**config.mk**
```make
export PLATFORM = sky130hd
export DESIGN_NAME = ntl_exec
export DESIGN_NICKNAME = d
export VERILOG_FILES = /design/src/verilog/ntl_exec.v /design/src/verilog/ntl_decode.v
export VERILOG_INCLUDE_DIRS = /design/src /design/src/verilog
export SDC_FILE = /design/constraint.sdc
export NUM_CORES = 1
export LEC_CHECK = 0
export BUFFER_PORTS_ARGS = -buffer_cell sky130_fd_sc_hd__buf_4
export CAP_MARGIN = 20
export CORE_MARGIN = 5
export CORE_UTILIZATION = 35
export CTS_BUF_LIST = sky130_fd_sc_hd__clkbuf_4 sky130_fd_sc_hd__clkbuf_8 sky130_fd_sc_hd__clkbuf_16
export DETAILED_ROUTE_END_ITERATION = 7
export HOLD_SLACK_MARGIN = 0.08
export PLACE_DENSITY = 0.55
export SYNTH_ARGS = -nofsm -noshare
export SYNTH_HDL_FRONTEND = slang
export SYNTH_HIERARCHICAL = 1
export SYNTH_SLANG_ARGS = --single-unit
```
**constraint.sdc**
```tcl
create_clock -name ref_clk_in -period 1.9 [get_ports ref_clk_in]
set_input_delay 0.095 -clock ref_clk_in [delete_from_list [all_inputs] [get_ports ref_clk_in]]
set_output_delay 0.095 -clock ref_clk_in [all_outputs]
set_load 0.05 [all_outputs]
```
**src/verilog/ntl_regs.vh**
```
// opcode, flag and timing constants for the nibble/test/logic datapath
`ifndef NTL_REGS_VH
`define NTL_REGS_VH
`define NTL_OP_SWAP_R 8'hF0
`define NTL_OP_SWAP_IR 8'hF1
`define NTL_OP_CMPL_MASK_RR 8'h62
`define NTL_OP_CMPL_MASK_RIR 8'h63
`define NTL_OP_CMPL_MASK_LRR 8'h64
`define NTL_OP_CMPL_MASK_LRIR 8'h65
`define NTL_OP_CMPL_MASK_IM 8'h66
`define NTL_OP_MASK_TEST_RR 8'h72
`define NTL_OP_MASK_TEST_RIR 8'h73
`define NTL_OP_MASK_TEST_LRR 8'h74
`define NTL_OP_MASK_TEST_LRIR 8'h75
`define NTL_OP_MASK_TEST_IM 8'h76
`define NTL_OP_XOR_RR 8'hB2
`define NTL_OP_XOR_RIR 8'hB3
`define NTL_OP_XOR_LRR 8'hB4
`define NTL_OP_XOR_LRIR 8'hB5
`define NTL_OP_XOR_IM 8'hB6
`define NTL_OP_WAIT 8'h3F
`define NTL_FLAG_C 7
`define NTL_FLAG_Z 6
`define NTL_FLAG_S 5
`define NTL_FLAG_V 4
`define NTL_FLAG_D 3
`define NTL_FLAG_H 2
`define NTL_CYC_SHORT 3'h4
`define NTL_CYC_LONG 3'h6
`define NTL_BYTES_ONE 2'h1
`define NTL_BYTES_TWO 2'h2
`define NTL_BYTES_THREE 2'h3
`define NTL_FLAGS_RST 8'h00
`endif

```
**src/verilog/ntl_exec.v**
```verilog
// execution datapath for nibble swap, test-under-mask ops, xor and wait
//
// Overview of operation
// - swap writes nibble-exchanged byte; F0/F1, four cycles
// - swap: zero and sign from result
// - complement mask test ands inverted dst, no write
// - complement mask test: z, s set, v cleared
// - complement mask test opcodes 62-66, bytes, cycles
// - mask test ands dst with mask, no write
// - mask test opcodes 72-76, bytes and cycles
// - wait stalls cpu, dma keeps running
// - interrupt ends wait; flags unchanged
// - xor stores dst xor src; B2-B6
// - xor: z, s set, v cleared, rest kept
`timescale 1ns/1ps
`default_nettype none
`include "ntl_regs.vh"
module ntl_exec (
    // clock and reset
    input wire ref_clk_in,
    input wire rst_n_in,
    // instruction from sequencer
    input wire start_in,
    input wire [7:0] opcode_in,
    input wire [7:0] dst_data_in,
    input wire [7:0] src_data_in,
    // interrupt and dma
    input wire int_req_in,
    input wire dma_req_in,
    // flag register
    input wire [7:0] flags_in,
    // result to register file and flags
    output reg [7:0] result_out,
    output reg wr_en_out,
    output reg [7:0] flags_out,
    output reg flags_we_out,
    output reg done_out,
    // decode info for sequencer
    output wire [1:0] bytes_out,
    output wire src_first_out,
    output wire indirect_out,
    output wire immediate_out,
    output wire illegal_out,
    // status
    output wire busy_out,
    output wire cpu_stall_out,
    output wire dma_grant_out
);
    localparam ST_IDLE = 2'h0;
    localparam ST_EXEC = 2'h1;
    localparam ST_WAIT = 2'h2;
    // operation classes as coded by the decoder
    localparam CLS_SWAP = 3'h0;
    localparam CLS_CMASK = 3'h1;
    localparam CLS_MASK = 3'h2;
    localparam CLS_XOR = 3'h3;
    localparam CLS_WAIT = 3'h4;

    reg [1:0] state_r;
    reg [1:0] state_nxt;
    reg [2:0] cnt_r;
    reg [2:0] cnt_nxt;
    reg [7:0] res_r;
    reg wr_r;
    reg [7:0] flg_r;
    reg int_s1_r;
    reg int_s2_r;
    reg dma_s1_r;
    reg dma_s2_r;
    wire [2:0] dec_class;
    wire [2:0] dec_cycles;
    wire dec_valid;
    wire issue;
    reg [7:0] res_c;
    reg wr_c;
    reg [7:0] flg_c;

    ntl_decode u_dec (
        .opcode_in(opcode_in),
        .op_class_out(dec_class),
        .bytes_out(bytes_out),
        .cycles_out(dec_cycles),
        .src_first_out(src_first_out),
        .indirect_out(indirect_out),
        .immediate_out(immediate_out),
        .valid_out(dec_valid)
    );

    // z and s from a value, v cleared or kept, others kept
    function [7:0] zs_flags;
        input [7:0] old;
        input [7:0] val;
        input clr_v;
        begin
            zs_flags = old;
            zs_flags[`NTL_FLAG_Z] = (val == 8'h00);
            zs_flags[`NTL_FLAG_S] = val[7];
            if (clr_v) begin
                zs_flags[`NTL_FLAG_V] = 1'b0;
            end
        end
    endfunction

    // result and flag computation
    always @* begin
        res_c = dst_data_in;
        wr_c = 1'b0;
        flg_c = flags_in;
        case (dec_class)
            CLS_SWAP: begin
                res_c = {dst_data_in[3:0], dst_data_in[7:4]};
                wr_c = 1'b1;
                flg_c = zs_flags(flags_in, res_c, 1'b0);
            end
            CLS_CMASK: begin
                res_c = (~dst_data_in) & src_data_in;
                flg_c = zs_flags(flags_in, res_c, 1'b1);
            end
            CLS_MASK: begin
                res_c = dst_data_in & src_data_in;
                flg_c = zs_flags(flags_in, res_c, 1'b1);
            end
            CLS_XOR: begin
                res_c = dst_data_in ^ src_data_in;
                wr_c = 1'b1;
                flg_c = zs_flags(flags_in, res_c, 1'b1);
            end
            default: flg_c = flags_in;
        endcase
    end

    // next state
    always @* begin
        state_nxt = state_r;
        cnt_nxt = cnt_r;
        case (state_r)
            ST_IDLE: begin
                if (issue) begin
                    // counter holds cycles-1 so done lands on the last cycle
                    cnt_nxt = dec_cycles - 3'h1;
                    if (dec_class == CLS_WAIT) begin
                        state_nxt = ST_WAIT;
                    end else begin
                        state_nxt = ST_EXEC;
                    end
                end
            end
            ST_EXEC: begin
                cnt_nxt = cnt_r - 3'h1;
                if (cnt_r == 3'h1) begin
                    state_nxt = ST_IDLE;
                end
            end
            ST_WAIT: begin
                if (int_s2_r) begin
                    state_nxt = ST_IDLE;
                end
            end
            default: state_nxt = ST_IDLE;
        endcase
    end

    // two-flop synchronisers: interrupt and dma arrive from other domains
    always @(posedge ref_clk_in) begin
        if (!rst_n_in) begin
            int_s1_r <= 1'b0;
            int_s2_r <= 1'b0;
            dma_s1_r <= 1'b0;
            dma_s2_r <= 1'b0;
        end else begin
            int_s1_r <= int_req_in;
            int_s2_r <= int_s1_r;
            dma_s1_r <= dma_req_in;
            dma_s2_r <= dma_s1_r;
        end
    end

    // operands and flags are captured at issue, so later input changes are ignored
    always @(posedge ref_clk_in) begin
        if (!rst_n_in) begin
            state_r <= ST_IDLE;
            cnt_r <= 3'h0;
            res_r <= 8'h00;
            wr_r <= 1'b0;
            flg_r <= `NTL_FLAGS_RST;
            result_out <= 8'h00;
            wr_en_out <= 1'b0;
            flags_out <= `NTL_FLAGS_RST;
            flags_we_out <= 1'b0;
            done_out <= 1'b0;
        end else begin
            state_r <= state_nxt;
            cnt_r <= cnt_nxt;
            wr_en_out <= 1'b0;
            flags_we_out <= 1'b0;
            done_out <= 1'b0;
            if (issue) begin
                res_r <= res_c;
                wr_r <= wr_c;
                flg_r <= flg_c;
            end
            if (state_r == ST_EXEC && cnt_r == 3'h1) begin
                result_out <= res_r;
                wr_en_out <= wr_r;
                flags_out <= flg_r;
                flags_we_out <= 1'b1;
                done_out <= 1'b1;
            end
            if (state_r == ST_WAIT && int_s2_r) begin
                done_out <= 1'b1;
            end
        end
    end

    assign issue = (state_r == ST_IDLE) && start_in && dec_valid;
    assign busy_out = (state_r != ST_IDLE);
    // dma is held off only while a datapath op is in flight
    assign cpu_stall_out = (state_r == ST_WAIT);
    assign dma_grant_out = dma_s2_r && (state_r != ST_EXEC);
    assign illegal_out = start_in && !dec_valid && (state_r == ST_IDLE);
endmodule // ntl_exec
`default_nettype wire

```
**src/verilog/ntl_decode.v**
```verilog
// opcode decoder: operation class, byte count, cycle count, operand order
`timescale 1ns/1ps
`default_nettype none
`include "ntl_regs.vh"
module ntl_decode (
    // opcode
    input wire [7:0] opcode_in,
    // decoded attributes
    output reg [2:0] op_class_out,
    output reg [1:0] bytes_out,
    output reg [2:0] cycles_out,
    output reg src_first_out,
    output reg indirect_out,
    output reg immediate_out,
    output reg valid_out
);
    // class codes: 0 swap, 1 complement mask test, 2 mask test, 3 xor, 4 wait
    always @* begin
        op_class_out = 3'h0;
        bytes_out = `NTL_BYTES_TWO;
        cycles_out = `NTL_CYC_SHORT;
        src_first_out = 1'b0;
        indirect_out = 1'b0;
        immediate_out = 1'b0;
        valid_out = 1'b1;
        case (opcode_in)
            `NTL_OP_SWAP_R: op_class_out = 3'h0;
            `NTL_OP_SWAP_IR: begin
                op_class_out = 3'h0;
                indirect_out = 1'b1;
            end
            `NTL_OP_WAIT: begin
                op_class_out = 3'h4;
                bytes_out = `NTL_BYTES_ONE;
            end
            default: begin
                case (opcode_in[7:4])
                    4'h6: op_class_out = 3'h1;
                    4'h7: op_class_out = 3'h2;
                    4'hB: op_class_out = 3'h3;
                    default: valid_out = 1'b0;
                endcase
                case (opcode_in[3:0])
                    4'h2: cycles_out = `NTL_CYC_SHORT;
                    4'h3: begin
                        cycles_out = `NTL_CYC_LONG;
                        indirect_out = 1'b1;
                    end
                    4'h4: begin
                        bytes_out = `NTL_BYTES_THREE;
                        cycles_out = `NTL_CYC_LONG;
                        src_first_out = 1'b1;
                    end
                    4'h5: begin
                        bytes_out = `NTL_BYTES_THREE;
                        cycles_out = `NTL_CYC_LONG;
                        src_first_out = 1'b1;
                        indirect_out = 1'b1;
                    end
                    4'h6: begin
                        bytes_out = `NTL_BYTES_THREE;
                        cycles_out = `NTL_CYC_LONG;
                        immediate_out = 1'b1;
                    end
                    default: valid_out = 1'b0;
                endcase
            end
        endcase
    end
endmodule // ntl_decode
`default_nettype wire

```
==> results.md <==
| Metric | Reported |
|:---|:---|
| Detailed Place HPWL | 4660 µm |
| Via total after detailed routing | 2,289 |
| Die H | 96.4 µm |
| Filler cell count in the final layout | 724 |
| Yosys warnings | 6 |
| Worst endpoint data arrival time | 1880 ps |
| Die width | 96.4 µm |
| Top cell family by delay on the critical path | simple AND/OR/NAND/NOR gates |
| Average cell area after synthesis | 8.60 µm² |
| Final hold viol count | 0 |
| Syn_nets | 360 |
| Level count of the clock H-tree | 2 |
| Ports placed on the boundary | 65 |
| PortBufs | 64 |
| Chain of cells forming the critical path | buf_4, nand2b_1, or4_4, o311ai_1, buf_4, nor4bb_4, buf_4, buf_4, o21ai_0, a21oi_1 |
| GP Congestion | 0.812 |
| Ratio of total power to cell area | 552 nW/µm² |
| Critical path launch point type | input pin |
| Layout Skew | 9.68 ps |
| Critical Path Sink Type | flip-flop |
| Hold crit path type | in2reg |
| Post-synthesis sequential element count | 45 |
| Sink Count | 45 |
| CTS clock-pin slew for the worst setup and hold paths | 90 ps |
| Clock period minus final worst setup slack | 1650 ps |
| Clock tree from TritonCTS | built |
| Distinct cells, synth | 53 |
| Cell area after layout | 3430 µm² |
| Number of violations reported at the end of detailed-routing iteration 0 | 128 |
| WL/cell | 12.9 µm |
| Run status | complete, no violations |
| Post-synthesis instance area | 2620 µm² |
| Data required time of the worst path | 2120 ps |
| Vias in the first global route | 2,343 |
| Average via count per standard cell | 4.78 |
| IR Drop Worst-Case VDD | 0.260 mV |
| Post-synth top cells | nand2_1, dfxtp_1, a21boi_0, a21oi_1, inv_1 |
| Area of the die | 9300 µm² |
| Post-place instance area | 3280 µm² |
| Total wire length after detailed routing | 6160 µm |
| Synthesis-to-layout area growth | 31.2% |
| Post-CTS Setup Repair Bufs | 0 |
| TritonRoute pass-1 iters | 4 |
| Final setup fails | 0 |
| TritonCTS buffer count | 5 |
| Global route overflow | 0 |
| Fraction of final layout cells sized beyond drive strength 1 | 27.1% |
| Fraction of the yosys area taken by sequential cells | 34.4% |
| Unrepaired setup endpoints after global routing | false |
| Share of Yosys cell area claimed by the top area cell type | 34.4% |
| Pin count of the biggest net entering global routing | 46 |
| Largest stage delay on the critical path | 480 ps |
| Dominant cell type by count on the critical path | buf_4 |
| Clock Tree Buf Depth | 2 |
| Top cells by area in the synthesized netlist | dfxtp_1, ha_1, nand2_1, a21boi_0, a21oi_1 |
| Critical path class | in2reg |
| Standard cell with the maximum stage delay on the critical path | or4_4 |
| Minimum hold slack | 103 ps |
| Period utilisation layout | 87.0% |
| Global-route wire length before repair | 10,800 µm |
| Synth Instances | 304 |
| Diodes inserted | 0 |
| Share of async-settable or async-resettable flops after synthesis | 0% |
| Most common cell in the netlist | nand2_1 |
| Place WS | -63.2 ps |
| Initial standard-cell utilization of the core | 36.1% |
| DRC violation count after routing | 0 |
| Max Clock Freq | 605 MHz |
| Cell type with the highest aggregate area in the netlist | dfxtp_1 |
| Total number of nets in the final design | 435 |
| Floorplan core area | 7250 µm² |
| Placement Rows | 31 |
| Clk Latency, worst-skew pair | 290 ps |
| GRT Overall Usage | 14.6% |
| Number of flops mapped to enable cells by yosys | 0 |
| Peak fanout along the critical path | 10 |
| Fin. max-slew vios | 0 |
| Sum of buffers and inverters on the critical path | 4 |
| Number of violations of the max-capacitance limit | 0 |
| Antenna violations before repair | 0 |
| Final worst-path setup slack | 246 ps |
| Post-synth top flop | dfxtp_1 |
| Antenna viol nets, final | 0 |
| Root buf cell | clkbuf_8 |
| Leakage power total | 0.00144 µW |
per-stage QoR:
stage	utilization (%)	power, µW	TNS (ps)	cells
4_1_cts	47.3	1920	0	479
3_5_place_dp	45.2	1330	-511	464
3_3_place_gp	45.2	1330	-159	464
6_report	47.3	1890	0	479
5_1_grt	47.3	2000	0	479
2_1_floorplan	-	1190	0	304
flip-flops by register name (all words and copies together), names as in the netlist:
signal / cells
res_r: 8
cnt_r: 3
wr_en_out: 1
state_r: 2
dma_s2_r: 1
int_s1_r: 1
flags_out: 8
int_s2_r: 1
flags_we_out: 1
result_out: 8
wr_r: 1
dma_s1_r: 1
flg_r: 8
done_out: 1
worst reg2reg max path: cells and delay by family, from the launching register on:
| family | cells | cell delay, ps |
|---|---|---|
| and+or+nand+nor | 3 | 770 |
| AOI/OAI and AO/OA | 1 | 80 |
| DFF | 1 | 520 |
where the power goes:
group	internal, µW	switching (µW)	total, µW	leakage, µW
logic	179	173	352	0.00103
registers	958	8.73	967	0.000364
clock network	254	322	576	0.0000439
cell type report:
cell class | instances | area [µm²] | share of cell area (%)
clock inverter | 3 | 17.5 | 0.510
multi-input combinational | 219 | 1540 | 45.0
clock buffer | 5 | 68.8 | 2.01
sequential | 45 | 901 | 26.2
timing repair buffer | 88 | 703 | 20.5
tap | 99 | 124 | 3.61
inverter | 20 | 75.1 | 2.19
cell usage in the layout, fill, tap and decap left out, types with 2 or more instances in the layout:
cell and n:
or2_2 3, nand2_1 51, nand4_1 3, o21a_1 2, mux4_2 3, nand2b_1 2
nand3b_1 2, dlygate4sd3_1 7, a21oi_1 21, o211ai_1 2, nor2b_1 8, nor3b_1 3
a21boi_1 3, mux4_1 2, a211o_1 3, xor2_1 2, nor2_1 6, clkinv_2 2
buf_4 79, inv_1 20, nand3_1 2, clkbuf_8 5, a21boi_0 21, buf_12 2
o21ai_0 15, dfxtp_1 45, and2_1 6, mux2i_1 5, conb_1 2, ha_1 19
nor4_1 5, xnor2_1 2, a211oi_1 4, nor3_1 3
repair_timing:
action | CTS | global route
hold endpoints to repair | 7 | 0
endpoints found under the setup margin | 0 | 1
hold buffers | 7 | 0
resized for setup | 0 | 1
kinds of logic (layout without fill, tap and decap cells):
logic type      count (synthesis)  in the layout  share of synthesized area (%)
compound gates                 77             77                           19.1
buf+inv                        40            116                           7.32
fa+ha+maj                      19             19                           9.09
simple gates                  107            107                           21.9
mux                            10             10                           6.51
other cells                     2              2                          0.287
xor+xnor                        4              4                           1.34
flops                          45             45                           34.4
final timing paths:
kind / start / end / slack (ps) / cells past startpoint
min reg2reg: int_s1_r / int_s2_r / 440 / 1
max reg2reg: state_r[0] / flags_out[5] / 420 / 4
min: flags_in[5] / flg_r[5] / 100 / 3
max: opcode_in[6] / res_r[1] / 250 / 10
metal layers:
layer / track usage [%] / vias up / wire length (µm)
met1: 20.4 / 1027 / 3140
met3: 2.01 / 4 / 262
li1: - / 1205 / -
met5: 0 / - / 0
met4: 4.91 / 0 / 79
met2: 23.2 / 53 / 2680
Note: power is estimated with default switching activity, not from simulation.
